**config.mk**
```make
export PLATFORM = sky130hd
export DESIGN_NAME = mlf_top
export DESIGN_NICKNAME = d
export VERILOG_FILES = /design/src/hdl/mlf_pkg.sv /design/src/hdl/mlf_top.sv
export VERILOG_INCLUDE_DIRS = /design/src /design/src/hdl
export SDC_FILE = /design/constraint.sdc
export NUM_CORES = 1
export LEC_CHECK = 0
export BUFFER_PORTS_ARGS = -buffer_cell sky130_fd_sc_hd__buf_2
export CORE_ASPECT_RATIO = 2
export CORE_MARGIN = 2
export CORE_UTILIZATION = 60
export DETAILED_ROUTE_END_ITERATION = 12
export PLACE_DENSITY_LB_ADDON = 0.2
export SYNTH_ARGS = -nofsm -noshare
export SYNTH_HDL_FRONTEND = slang
export SYNTH_SLANG_ARGS = --single-unit
```
**constraint.sdc**
```tcl
create_clock -name clk -period 15.5 [get_ports clk]
set_input_delay 0.775 -clock clk [delete_from_list [all_inputs] [get_ports clk]]
set_output_delay 0.775 -clock clk [all_outputs]
set_load 0.05 [all_outputs]
```
**src/hdl/mlf_cfg.svh**
```systemverilog
// Offsets, field positions, reset values and timing counts for the lock fault policy.
// Assumes a 50 MHz system clock and a 32-bit APB register port.
`ifndef MLF_CFG_SVH
`define MLF_CFG_SVH

// =============================================================
// Register indices and byte addresses
`define MLF_IDX_CFG_FIRST    12'h090
`define MLF_IDX_CFG_SECOND   12'h092
`define MLF_IDX_STATUS       12'h094
`define MLF_IDX_CONTROL      12'h095
`define MLF_ADDR_CFG_FIRST   (`MLF_IDX_CFG_FIRST << 2)
`define MLF_ADDR_CFG_SECOND  (`MLF_IDX_CFG_SECOND << 2)
`define MLF_ADDR_STATUS      (`MLF_IDX_STATUS << 2)
`define MLF_ADDR_CONTROL     (`MLF_IDX_CONTROL << 2)

// =============================================================
// First configuration register fields
`define MLF_F1_INTERVAL_LSB  7
`define MLF_F1_MODE_LSB      3
`define MLF_F1_IPD_TMO_EN    2
`define MLF_F1_IPD_FRQ_EN    1
`define MLF_F1_SAT_EN        0
`define MLF_F1_RESET         11'h000

// =============================================================
// Second configuration register fields
`define MLF_F2_SPEED_EN      30
`define MLF_F2_BEMF_EN       29
`define MLF_F2_ABSENT_EN     28
`define MLF_F2_LIMIT_LSB     0
`define MLF_F2_RESET         31'h00000000

// =============================================================
// Control register bits
`define MLF_CTL_CLR_LOCK     0
`define MLF_CTL_CLR_IPD      1

// =============================================================
// Lock response mode codes
`define MLF_MODE_LATCH_HS    4'h2
`define MLF_MODE_LATCH_LS    4'h3
`define MLF_MODE_RETRY_TS    4'h4
`define MLF_MODE_RETRY_TS2   4'h5
`define MLF_MODE_RETRY_HS    4'h6
`define MLF_MODE_RETRY_LS    4'h7
`define MLF_MODE_REPORT      4'h8

// =============================================================
// Timing
`define MLF_CLK_MHZ          50
`define MLF_TICK_US          1000
`define MLF_TICK_CYCLES      (`MLF_TICK_US * `MLF_CLK_MHZ)
`define MLF_RETRY_C0_MS      14'd300
`define MLF_RETRY_C1_MS      14'd500
`define MLF_RETRY_STEP_MS    14'd1000

`endif

```
**src/hdl/mlf_pkg.sv**
```systemverilog
// Types shared by the lock fault policy block.
// Assumes mlf_cfg.svh is compiled alongside.
package mlf_pkg;

	typedef enum logic [1:0] {MLF_GATE_RUN, MLF_GATE_TRISTATE, MLF_GATE_BRAKE_HS, MLF_GATE_BRAKE_LS} mlf_gate_t;
	typedef enum logic [1:0] {MLF_ST_IDLE, MLF_ST_RETRY, MLF_ST_LATCHED, MLF_ST_REPORT} mlf_state_t;

	typedef struct packed {
		logic        psel;
		logic        penable;
		logic        pwrite;
		logic [11:0] paddr;
		logic [31:0] pwdata;
	} mlf_apb_req_t;

	typedef struct packed {
		logic        pready;
		logic        pslverr;
		logic [31:0] prdata;
	} mlf_apb_rsp_t;

	typedef struct packed {
		logic abnormal_speed;
		logic abnormal_backemf;
		logic absent_motor;
		logic ipd_timeout;
		logic ipd_freq;
		logic current_sat;
		logic speed_sat;
	} mlf_events_t;

endpackage

```
**src/hdl/mlf_top.sv**
```systemverilog
// Motor lock fault response policy with APB register access.
// Assumes event inputs are synchronous to clk and lock detectors live outside.
//
// Chosen here: register access over APB.
`include "mlf_cfg.svh"

module mlf_top #(
	parameter int unsigned TICK_CYCLES = `MLF_TICK_CYCLES
) (
	input  wire logic                 clk,                 // 50 MHz system clock
	input  wire logic                 rst_n,               // Async reset, active low
	input  wire mlf_pkg::mlf_apb_req_t apb_req,            // APB request
	output mlf_pkg::mlf_apb_rsp_t      apb_rsp,             // APB response
	input  wire mlf_pkg::mlf_events_t  events,              // Detector event inputs
	output mlf_pkg::mlf_gate_t         gate_mode,           // Gate driver state
	output logic                       fault_indicator_low, // Fault pin, active low
	output logic                       current_sat_flag,    // Gated current loop saturation
	output logic                       speed_sat_flag       // Gated speed loop saturation
);
	import mlf_pkg::*;

	// =============================================================
	// State
	typedef struct packed {
		mlf_state_t   st;
		mlf_gate_t    gate;
		logic         fault_n;
		logic         cur_sat;
		logic         spd_sat;
		logic [2:0]   retries;
		logic [15:0]  tick_cnt;
		logic [13:0]  ms_cnt;
		logic         ipd_tmo;
		logic         ipd_frq;
		logic [10:0]  cfg1;
		logic [30:0]  cfg2;
		mlf_apb_rsp_t rsp;
	} mlf_regs_t;

	mlf_regs_t cur;
	mlf_regs_t next_cur;

	// =============================================================
	// Helpers
	function automatic logic [13:0] interval_ms(input logic [3:0] code);
		logic [13:0] ms;
		ms = 14'h0000;
		unique case (code)
			4'h0:    ms = `MLF_RETRY_C0_MS;
			4'h1:    ms = `MLF_RETRY_C1_MS;
			default: ms = 14'(({10'h000, code} - 14'h0001) * `MLF_RETRY_STEP_MS);
		endcase
		return ms;
	endfunction

	logic [3:0]  mode;
	logic [3:0]  ivl_code;
	logic [2:0]  limit;
	logic        lock_evt;
	logic        acc;
	logic        wr;
	logic [11:0] idx;
	logic        clr_lock;
	logic        clr_ipd;
	logic        tick;
	logic        ivl_done;

	assign mode     = cur.cfg1[`MLF_F1_MODE_LSB +: 4];
	assign ivl_code = cur.cfg1[`MLF_F1_INTERVAL_LSB +: 4];
	assign limit    = cur.cfg2[`MLF_F2_LIMIT_LSB +: 3];
	assign lock_evt = (events.abnormal_speed & cur.cfg2[`MLF_F2_SPEED_EN])
	                | (events.abnormal_backemf & cur.cfg2[`MLF_F2_BEMF_EN])
	                | (events.absent_motor & cur.cfg2[`MLF_F2_ABSENT_EN]);
	// Access completes at the edge where the registered pready is seen high
	assign acc      = apb_req.psel & apb_req.penable & cur.rsp.pready;
	assign wr       = acc & apb_req.pwrite;
	assign idx      = {2'b00, apb_req.paddr[11:2]};
	assign clr_lock = wr & (idx == `MLF_IDX_CONTROL) & apb_req.pwdata[`MLF_CTL_CLR_LOCK];
	assign clr_ipd  = wr & (idx == `MLF_IDX_CONTROL) & apb_req.pwdata[`MLF_CTL_CLR_IPD];
	assign tick     = (cur.tick_cnt == 16'(TICK_CYCLES - 1));
	assign ivl_done = tick & (cur.ms_cnt + 14'h0001 >= interval_ms(ivl_code));

	// =============================================================
	// Next state
	always_comb begin
		next_cur = cur;

		// Sticky faults; a new event beats a clear in the same cycle
		if (clr_ipd) begin
			next_cur.ipd_tmo = 1'b0;
			next_cur.ipd_frq = 1'b0;
		end
		if (events.ipd_timeout & cur.cfg1[`MLF_F1_IPD_TMO_EN])
			next_cur.ipd_tmo = 1'b1;
		if (events.ipd_freq & cur.cfg1[`MLF_F1_IPD_FRQ_EN])
			next_cur.ipd_frq = 1'b1;
		next_cur.cur_sat = events.current_sat & cur.cfg1[`MLF_F1_SAT_EN];
		next_cur.spd_sat = events.speed_sat & cur.cfg1[`MLF_F1_SAT_EN];

		// Software clear drops the lock fault and restores the retry allowance
		if (clr_lock) begin
			next_cur.st      = MLF_ST_IDLE;
			next_cur.gate    = MLF_GATE_RUN;
			next_cur.retries = 3'h0;
		end

		// Retry interval timer runs only while waiting out a fault
		if (cur.st == MLF_ST_RETRY && !clr_lock) begin
			next_cur.tick_cnt = tick ? 16'h0000 : cur.tick_cnt + 16'h0001;
			if (tick)
				next_cur.ms_cnt = cur.ms_cnt + 14'h0001;
			if (ivl_done) begin
				next_cur.st      = MLF_ST_IDLE;
				next_cur.gate    = MLF_GATE_RUN;
				next_cur.retries = cur.retries + 3'h1;
			end
		end else begin
			next_cur.tick_cnt = 16'h0000;
			next_cur.ms_cnt   = 14'h0000;
		end

		// Lock response, taken from idle (also right after a clear)
		if (lock_evt && (cur.st == MLF_ST_IDLE || clr_lock)) begin
			unique case (mode)
				4'h0, 4'h1: begin
					next_cur.st   = MLF_ST_LATCHED;
					next_cur.gate = MLF_GATE_TRISTATE;
				end
				`MLF_MODE_LATCH_HS: begin
					next_cur.st   = MLF_ST_LATCHED;
					next_cur.gate = MLF_GATE_BRAKE_HS;
				end
				`MLF_MODE_LATCH_LS: begin
					next_cur.st   = MLF_ST_LATCHED;
					next_cur.gate = MLF_GATE_BRAKE_LS;
				end
				`MLF_MODE_RETRY_TS, `MLF_MODE_RETRY_TS2: begin
					next_cur.gate = MLF_GATE_TRISTATE;
					if (next_cur.retries < limit)
						next_cur.st = MLF_ST_RETRY;
					else
						next_cur.st = MLF_ST_LATCHED;
				end
				`MLF_MODE_RETRY_HS: begin
					next_cur.gate = MLF_GATE_BRAKE_HS;
					next_cur.st   = (next_cur.retries < limit) ? MLF_ST_RETRY : MLF_ST_LATCHED;
				end
				`MLF_MODE_RETRY_LS: begin
					if (next_cur.retries < limit) begin
						next_cur.st   = MLF_ST_RETRY;
						next_cur.gate = MLF_GATE_TRISTATE;
					end else begin
						next_cur.st   = MLF_ST_LATCHED;
						next_cur.gate = MLF_GATE_BRAKE_LS;
					end
				end
				`MLF_MODE_REPORT: begin
					next_cur.st   = MLF_ST_REPORT;
					next_cur.gate = MLF_GATE_RUN;
				end
				default: ; // Lock detection disabled
			endcase
		end

		next_cur.fault_n = !((next_cur.st != MLF_ST_IDLE) | next_cur.ipd_tmo | next_cur.ipd_frq);

		// APB slave: one wait state, then registered answer
		next_cur.rsp.pready  = apb_req.psel & apb_req.penable & !cur.rsp.pready;
		next_cur.rsp.pslverr = 1'b0;
		next_cur.rsp.prdata  = 32'h00000000;
		if (apb_req.psel & apb_req.penable & !cur.rsp.pready) begin
			unique case (idx)
				`MLF_IDX_CFG_FIRST:  next_cur.rsp.prdata = {21'h000000, cur.cfg1};
				`MLF_IDX_CFG_SECOND: next_cur.rsp.prdata = {1'b0, cur.cfg2};
				`MLF_IDX_STATUS:     next_cur.rsp.prdata = {18'h00000, cur.gate, 1'b0, cur.retries,
				                                            1'b0, cur.spd_sat, cur.cur_sat, cur.ipd_frq,
				                                            cur.ipd_tmo, cur.st, !cur.fault_n};
				`MLF_IDX_CONTROL:    next_cur.rsp.prdata = 32'h00000000;
				default:             next_cur.rsp.pslverr = 1'b1;
			endcase
		end
		if (wr) begin
			unique case (idx)
				`MLF_IDX_CFG_FIRST:  next_cur.cfg1 = apb_req.pwdata[10:0];
				`MLF_IDX_CFG_SECOND: next_cur.cfg2 = apb_req.pwdata[30:0];
				default: ;
			endcase
		end
	end

	// =============================================================
	// Registers
	always_ff @(posedge clk or negedge rst_n) begin
		if (!rst_n) begin
			cur.st       <= MLF_ST_IDLE;
			cur.gate     <= MLF_GATE_RUN;
			cur.fault_n  <= 1'b1;
			cur.cur_sat  <= 1'b0;
			cur.spd_sat  <= 1'b0;
			cur.retries  <= 3'h0;
			cur.tick_cnt <= 16'h0000;
			cur.ms_cnt   <= 14'h0000;
			cur.ipd_tmo  <= 1'b0;
			cur.ipd_frq  <= 1'b0;
			cur.cfg1     <= `MLF_F1_RESET;
			cur.cfg2     <= `MLF_F2_RESET;
			cur.rsp      <= '0;
		end else begin
			cur <= next_cur;
		end
	end

	assign apb_rsp             = cur.rsp;
	assign gate_mode           = cur.gate;
	assign fault_indicator_low = cur.fault_n;
	assign current_sat_flag    = cur.cur_sat;
	assign speed_sat_flag      = cur.spd_sat;

endmodule // mlf_top

```
==> results of run 1 <==
power groups by stage:
| stage | logic, mW | registers (mW) | clock network [mW] |
|---|---|---|---|
| after floorplan | 0.0141 | 0.313 | 0 |
| after global placement | 0.0303 | 0.313 | 0 |
| after detailed placement | 0.0313 | 0.313 | 0 |
| after CTS | 0.0316 | 0.308 | 0.416 |
| after global routing | 0.0346 | 0.307 | 0.433 |
| final | 0.0310 | 0.308 | 0.412 |
sequential cells by signal, indices dropped and copies added (netlist names):
signal	flops
cur	79
apb_rsp	33
gate_mode	2
current_sat_flag	1
fault_indicator_low	1
speed_sat_flag	1
cell usage in the layout (no fill, tap or decap), types with 21 or more instances in the layout:
master     n
dfrtp_1  116
buf_2     89
nor2_1    62
ha_1      44
mux2_2    42
inv_1     36
nand2_1   32
xnor2_1   28
a21oi_1   25
and2_1    24
xor2_1    21
per-stage QoR:
stage,setup WS [ps],hold slack (ps),std cells
after floorplan,8580,425,640
after global placement,7840,444,817
after detailed placement,7610,462,817
after CTS,7530,362,848
after global routing,6770,386,848
final,7440,345,848
critical path, delay by kind of cell (launching register included):
| family | cells | cell delay [ps] |
|---|---|---|
| mux | 1 | 220 |
| flops | 1 | 500 |
| fa+ha+maj | 8 | 2960 |
| buf+inv | 5 | 610 |
| compound gates | 10 | 2450 |
| simple gates | 6 | 1180 |
path summary, 6_finish.rpt:
| check | depth (start not counted) | start | to |
|---|---|---|---|
| min in group clk | 1 | cur[92] | cur[92] |
| setup reg to reg | 30 | cur[72] | fault_indicator_low |
| hold / removal | 1 | rst_n | apb_rsp[14] |
| setup / recovery | 30 | cur[72] | fault_indicator_low |
| hold reg to reg | 1 | cur[92] | cur[92] |
| max in group asynchronous | 2 | rst_n | cur[91] |
layer usage:
metal / vias up / track usage
li1: 2247 / -
met2: 134 / 0.470
met3: 33 / 0.0651
met5: - / 0
met1: 2352 / 0.254
met4: 0 / 0.105
area by class of cell:
type                            instances  area share
Tap cell                              140      0.0229
Clock buffer                           23      0.0625
Sequential cell                       117       0.383
Clock inverter                          8      0.0193
Inverter                               36      0.0177
Multi-Input combinational cell        432       0.434
Timing Repair Buffer                   92      0.0612
kinds of logic after synthesis:
logic type               count (synthesis)
AND/OR/NAND/NOR                        195
flip-flops                             117
buffers and inverters                   91
AO/OA/AOI/OAI                           76
multiplexers                            56
adder cells (fa/ha/maj)                 55
XOR/XNOR                                49
other                                    1
==> results.yml, run 1 <==
status:
  status: "finished clean"
cells_and_area:
  antennaDiodeCount: 0
  nFillCells: 823
  multi_input_area_mm2: 0.00332
  fin_area_mm2: 0.00765
  drive_gt1_frac: 0.242
  layout-area-overhead-vs-synth_pct: 13.6
  ff_latch_area_mm2: 0.00293
  utilization: 0.699
  nets: 807
routing:
  drt_iter0_drc: 229
  via_per_inst: 5.62
  wl_per_cell_um: 16.7
  wl_met2_mm: 8.10
  top_layer_used: "met4"
  wl_met1_mm: 5.09
  wl_mm: 14.2
  drtPass1Iterations: 7
  wl_met3_um: 588
  drc: 0
  antenna_left: 0
  vias: 4766
floorplanning:
  start_util: 0.615
  ioPinCount: 95
  die_h_um: 154
  fp.dieArea_mm2: 0.0121
  core_mm2: 0.0109
  die_w_um: 78.9
  num_rows: 54
clock_network:
  htree_num_levels: 4
  cts_resized: 0
  clock_latency_ps: 410
  cts_tree: "built"
  path_clk_slew_ps: 50
  cts_root_buf: "clkbuf_16"
  cts_setup_buffers: 0
  numCtsBuffers: 17
  clock-sinks: 117
  holdBufCountCts: 0
  cts_buffer_depth: 2
synth:
  yosysWarnings: 0
  ys_seq_area_frac: 0.435
  synthArstFlopShare: 1.00
  yosysMostFrequentCell: "dfrtp_1"
  synthAdderAreaFrac: 0.114
  netlist.area_leader.share: 0.431
  synth_ff_type: "dfrtp_1"
  ys_top_cells_by_count: "dfrtp_1, nor2_1, ha_1, mux2_2, buf_4"
  synth_cell_type_count: 54
  synthCells: 640
  synth-compound-area-share: 0.0695
  synth_top_family_by_area: "simple AND/OR/NAND/NOR gates"
  syn_avg_cell_area_um2: 10.5
  yosysTopAreaCell: "dfrtp_1"
  muxShareOfSynthArea: 0.0910
  synth.cell_area_mm2: 0.00674
  synth-simple-area-share: 0.153
  synthTopCellsByArea: "dfrtp_1, ha_1, mux2_2"
  syn_nets: 751
  yosys_register_bits: 117
  synth_xor_area_frac: 0.0637
  synth_edf_count: 0
placed_design:
  gp_congestion: 0.840
  hpwlAfterDp_mm: 10.6
  placed_cell_area_mm2: 0.00702
  port_buffers: 90
timing:
  finClkSkew_ps: 8.06
  slew_violations: 0
  min_period_ps: 8060
  fin_tns_setup_ps: 0
  max_freq_ghz: 0.124
  post-route-period-util: 0.520
  setup_viol: 0
  rsz0062_at_grt: "false"
  finalHoldViolCount: 0
  relSlewSlack: 0.340
  worst_pin_slew_ps: 988
hold_path:
  hold_class: "primary input to asynchronous set/reset pin"
worst_setup_path:
  crit_top_cell: "ha_1"
  path_max_fanout: 9
  cp-end-kind: "flip-flop"
  cpPeakStageDelay_ps: 610
  cpMaxStageDelayCell: "a221oi_1"
  required_ps: 15780
  cp-start-kind: "flip-flop"
  r2r_setup_slack_ps: 7440
  path_class: "flip-flop to flip-flop"
  critPathArrivalTime_ps: 8330
pwr:
  p_switching_mw: 0.152
  power_density_mw_per_mm2: 98.2
  p_total_mw: 0.751
  swShare: 0.203
  p_leak_nw: 3.76
  clockPowerShare: 0.549
  combPwrFrac: 0.041
  internal_power_mw: 0.599
  irDropWorstVdd_mv: 0.105
  p_seq_frac: 0.410
flow_run:
  maxCapViolations: 0
global_route:
  grt_pass1_wl_mm: 23.6
  first_global_vias: 5128
  grt_usage: 0.250
  overflow: 0
  grt_max_degree: 77
  antenna_found_initial: 0
Power figures use the tool's default switching activity.
==> run 2: changes to the inputs <==
Settings changed: CORE_UTILIZATION 60 to 52.
Clock period 15.5 ns to 6.6 ns, I/O delays scaled along.
==> results.yml, run 2 (synthesis results as in run 1) <==
floorplanning:
  die_h_um: 165
  start_util: 0.533
  die_w_um: 84.5
  core_mm2: 0.0126
  ioPinCount: 95
  fp.dieArea_mm2: 0.0139
  num_rows: 58
pwr:
  irDropWorstVdd_mv: 0.259
  p_leak_nw: 3.91
  power_density_mw_per_mm2: 211
hold_path:
  hold_class: "primary input to asynchronous set/reset pin"
timing:
  slew_violations: 0
  rsz0062_at_grt: "true"
  fin_tns_setup_ps: -1.67
  finClkSkew_ps: 9.58
  min_period_ps: 6600
  finalHoldWorstSlack_ps: -12.1
  relSlewSlack: 0.503
  max_freq_ghz: 0.151
  worst_pin_slew_ps: 745
  setup_viol: 1
  finalHoldViolCount: 16
  setup_slack_ps: -1.67
  post-route-period-util: 1.00
clock_network:
  cts_root_buf: "clkbuf_16"
  cts_tree: "built"
  cts_buffer_depth: 2
  numCtsBuffers: 17
  clock_latency_ps: 410
  clock-sinks: 117
  htree_num_levels: 4
  path_clk_slew_ps: 60
routing:
  drc: 0
  wl_per_cell_um: 16.9
  via_per_inst: 5.39
  wl_mm: 15.0
  vias: 4778
  drtPass1Iterations: 4
  antenna_left: 0
  drt_iter0_drc: 185
worst_setup_path:
  path_class: "flip-flop to flip-flop"
  worst_path_dominant_cell_family: "adder cells"
  cpMaxStageDelayCell: "fa_1"
  required_ps: 6910
  cp-end-kind: "flip-flop"
  cp-start-kind: "flip-flop"
  critical_path_buf_inv_count: 4
  path_max_fanout: 4
  cpPeakStageDelay_ps: 570
  critPathArrivalTime_ps: 6920
cells_and_area:
  final_cells: 887
  drive_gt1_frac: 0.323
  layout-area-overhead-vs-synth_pct: 19.9
  antennaDiodeCount: 0
  largest_reg_flops: 79
  mostFrequentLayoutCells: "dfrtp_1, buf_2, nor2_1, mux2_2"
  regMostFlops: "cur"
  final_common_cell: "dfrtp_1"
  nets: 835
status:
  status: "complete, but fails checks"
  failed_checks: "hold timing, setup timing"
global_route:
  grt_usage: 0.223
  grt_pass1_wl_mm: 24.2
  first_global_vias: 5071
  overflow: 0
  grt_max_degree: 62
  antenna_found_initial: 0
placed_design:
  gp_congestion: 0.907
  hpwlAfterDp_mm: 10.9
  port_buffers: 90
  dp.cells: 845
flow_run:
  maxCapViolations: 0
[run 2: cell count changes in the layout (fill, tap and decap cells not counted), sizes merged]
cell and delta:
clkinvlp +3, clkinv +2, buf +28, bufinv -2, clkbuf -3, inv +1
[run 2: through the flow]
step	worst slack [ps]	util	hold WS, ps	power (mW)	cell area (µm²)
floorplan	25.1	-	34.4	0.769	6760
detailed placement	-266	0.569	445	0.810	7190
finish	-1.67	0.640	-12.1	1.71	8080
CTS	0.0808	0.624	9.16	1.72	7880
global placement	1.54	0.569	436	0.808	7190
global route	-275	0.640	54.6	1.76	8080
[run 2: power by group]
part | total [mW] | internal, mW | switching, mW
registers | 0.722 | 0.720 | 0.00172
clock network | 0.903 | 0.573 | 0.329
logic | 0.0829 | 0.0326 | 0.0503
total | 1.71 | 1.33 | 0.381
[run 2: metal layers]
layer / part of all wire / track usage
met5: 0 / 0
met4: 0.030 / 0.100
met3: 0.036 / 0.0475
met2: 0.57 / 0.423
met1: 0.36 / 0.233
[run 2: worst reg2reg max path, delay by kind of cell, from the launching register on]
kind,cells,cell delay [ps]
mux,1,200
xor+xnor,1,170
flops,1,390
fa+ha+maj,8,2790
buf+inv,4,350
simple gates,7,1120
compound gates,9,1490
[run 2: area by class of cell]
cell class	count	area (µm²)
timing repair buffer	120	682
inverter	36	135
multi-input combinational	432	3560
fill	1033	4550
clock buffer	20	457
tap	150	188
sequential	117	2930
clock inverter	12	129
[run 2: path summary, 6_finish.rpt]
path,slack [ps],endpoint,startpoint,cells past startpoint
worst max-delay path,-2,fault_indicator_low,cur[73],30
worst min register to register,450,cur[92],cur[92],1
max in group asynchronous,5390,cur[96],rst_n,2
worst min-delay path,-10,cur[48],rst_n,1
min in group clk,130,current_sat_flag,events[1],2
worst max register to register,-2,fault_indicator_low,cur[73],30
[run 2: what timing repair did]
item	CTS	global route
pin swaps	14	19
setup endpoints to repair	4	4
setup buffers	5	5
resized for setup	12	32
hold buffers	0	0
==> run 3: changes to the inputs <==
Clock period 6.6 ns to 5.8 ns, I/O delays scaled along.
==> results.yml, run 3 (synthesis results as in run 1) <==
status:
  status: "complete, but fails checks"
  failed_checks: "setup timing"
cells_and_area:
  largest_reg_flops: 79
  mostFrequentLayoutCells: "dfrtp_1, buf_2, nor2_1, buf_4, mux2_2"
  regMostFlops: "cur"
  nets: 850
  final_cells: 901
  layout-area-overhead-vs-synth_pct: 22.4
  final_common_cell: "dfrtp_1"
  utilization: 0.653
  drive_gt1_frac: 0.341
  antennaDiodeCount: 0
timing:
  relSlewSlack: 0.359
  finalHoldViolCount: 0
  finClkSkew_ps: 11.0
  rsz0062_at_grt: "true"
  setup_slack_ps: -779
  slew_violations: 0
  worst_pin_slew_ps: 961
  finalHoldWorstSlack_ps: 93.5
  post-route-period-util: 1.13
  setup_viol: 4
  min_period_ps: 6580
  max_freq_ghz: 0.152
global_route:
  overflow: 0
  antenna_found_initial: 0
  grt_usage: 0.231
  first_global_vias: 5446
  grt_pass1_wl_mm: 25.2
  grt_max_degree: 78
floorplanning:
  ioPinCount: 95
  num_rows: 58
  fp.dieArea_mm2: 0.0139
  start_util: 0.533
  core_mm2: 0.0126
  die_h_um: 165
  die_w_um: 84.5
worst_setup_path:
  startpoint: "cur[73]"
  path_max_fanout: 5
  r2r_start: "cur[73]"
  cp-end-kind: "flip-flop"
  r2r_setup_slack_ps: -780
  cpPeakStageDelay_ps: 520
  critPathArrivalTime_ps: 6890
  cp-start-kind: "flip-flop"
  path_class: "flip-flop to flip-flop"
  cpMaxStageDelayCell: "fa_1"
  required_ps: 6110
clock_network:
  cts_buffer_depth: 2
  htree_num_levels: 4
  cts_root_buf: "clkbuf_16"
  cts_tree: "built"
  path_clk_slew_ps: 60
  clock_latency_ps: 410
  numCtsBuffers: 17
  clock-sinks: 117
placed_design:
  port_buffers: 90
  hpwlAfterDp_mm: 11.6
  gp_congestion: 0.893
  dp.cells: 860
hold_path:
  hold_start: "events[1]"
  hold_class: "primary input to flip-flop"
pwr:
  power_density_mw_per_mm2: 234
  irDropWorstVdd_mv: 0.230
  p_total_mw: 1.93
  p_leak_nw: 4.04
routing:
  drc: 0
  antenna_left: 0
  wl_per_cell_um: 17.5
  via_per_inst: 5.46
  wl_mm: 15.7
  vias: 4919
  drt_iter0_drc: 195
  drtPass1Iterations: 5
flow_run:
  maxCapViolations: 0
-- run 3: worst max-delay path: cells and delay by family, from the launching register on --
kind	cells	cell delay, ps
buffers and inverters	3	210
AND/OR/NAND/NOR	8	1260
multiplexers	1	210
XOR/XNOR	1	270
AO/OA/AOI/OAI	10	1710
flip-flops	1	390
adder cells (fa/ha/maj)	8	2440
-- run 3: report_power, final --
| group | switching (mW) | internal [mW] | total, mW |
|---|---|---|---|
| Sequential | 0.00220 | 0.819 | 0.822 |
| Combinational | 0.0599 | 0.0416 | 0.101 |
| Clock | 0.377 | 0.628 | 1.00 |
| Total | 0.439 | 1.49 | 1.93 |
-- run 3: through the flow --
step                TNS (ps)  area, µm²  setup WS [ps]
detailed placement     -2950       7400           -820
CTS                    -2460       8060           -703
global route           -4010       8240          -1060
global placement       -2030       7400           -574
finish                 -2770       8240           -779
floorplan              -1580       6860           -506
-- run 3: path summary, 6_finish.rpt --
path / to / depth (start not counted)
max: fault_indicator_low / 31
min: current_sat_flag / 2
max reg2reg: fault_indicator_low / 31
min reg2reg: cur[92] / 1
max in group asynchronous: cur[96] / 3
min in group asynchronous: cur[48] / 2
-- run 3: routing by layer --
metal  up-vias  part of all wire  GRT usage
met1      2450              0.35      0.218
met2       111              0.59      0.462
met5         -                 0          0
met4         0             0.032      0.107
met3        29             0.035     0.0485
li1       2329                 -          -
-- run 3: layout make-up --
type	count	area (µm²)
timing repair buffer	135	793
clock buffer	18	429
multi-input combinational	432	3620
tap	150	188
clock inverter	13	135
inverter	36	141
sequential	117	2930
fill	1025	4390
-- run 3: timing repair --
item	CTS	global route
pin swaps	14	15
buffers inserted	4	5
gates resized for setup	9	24
hold buffers	1	0
hold endpoints to repair	40	0
endpoints found under the setup margin	4	4
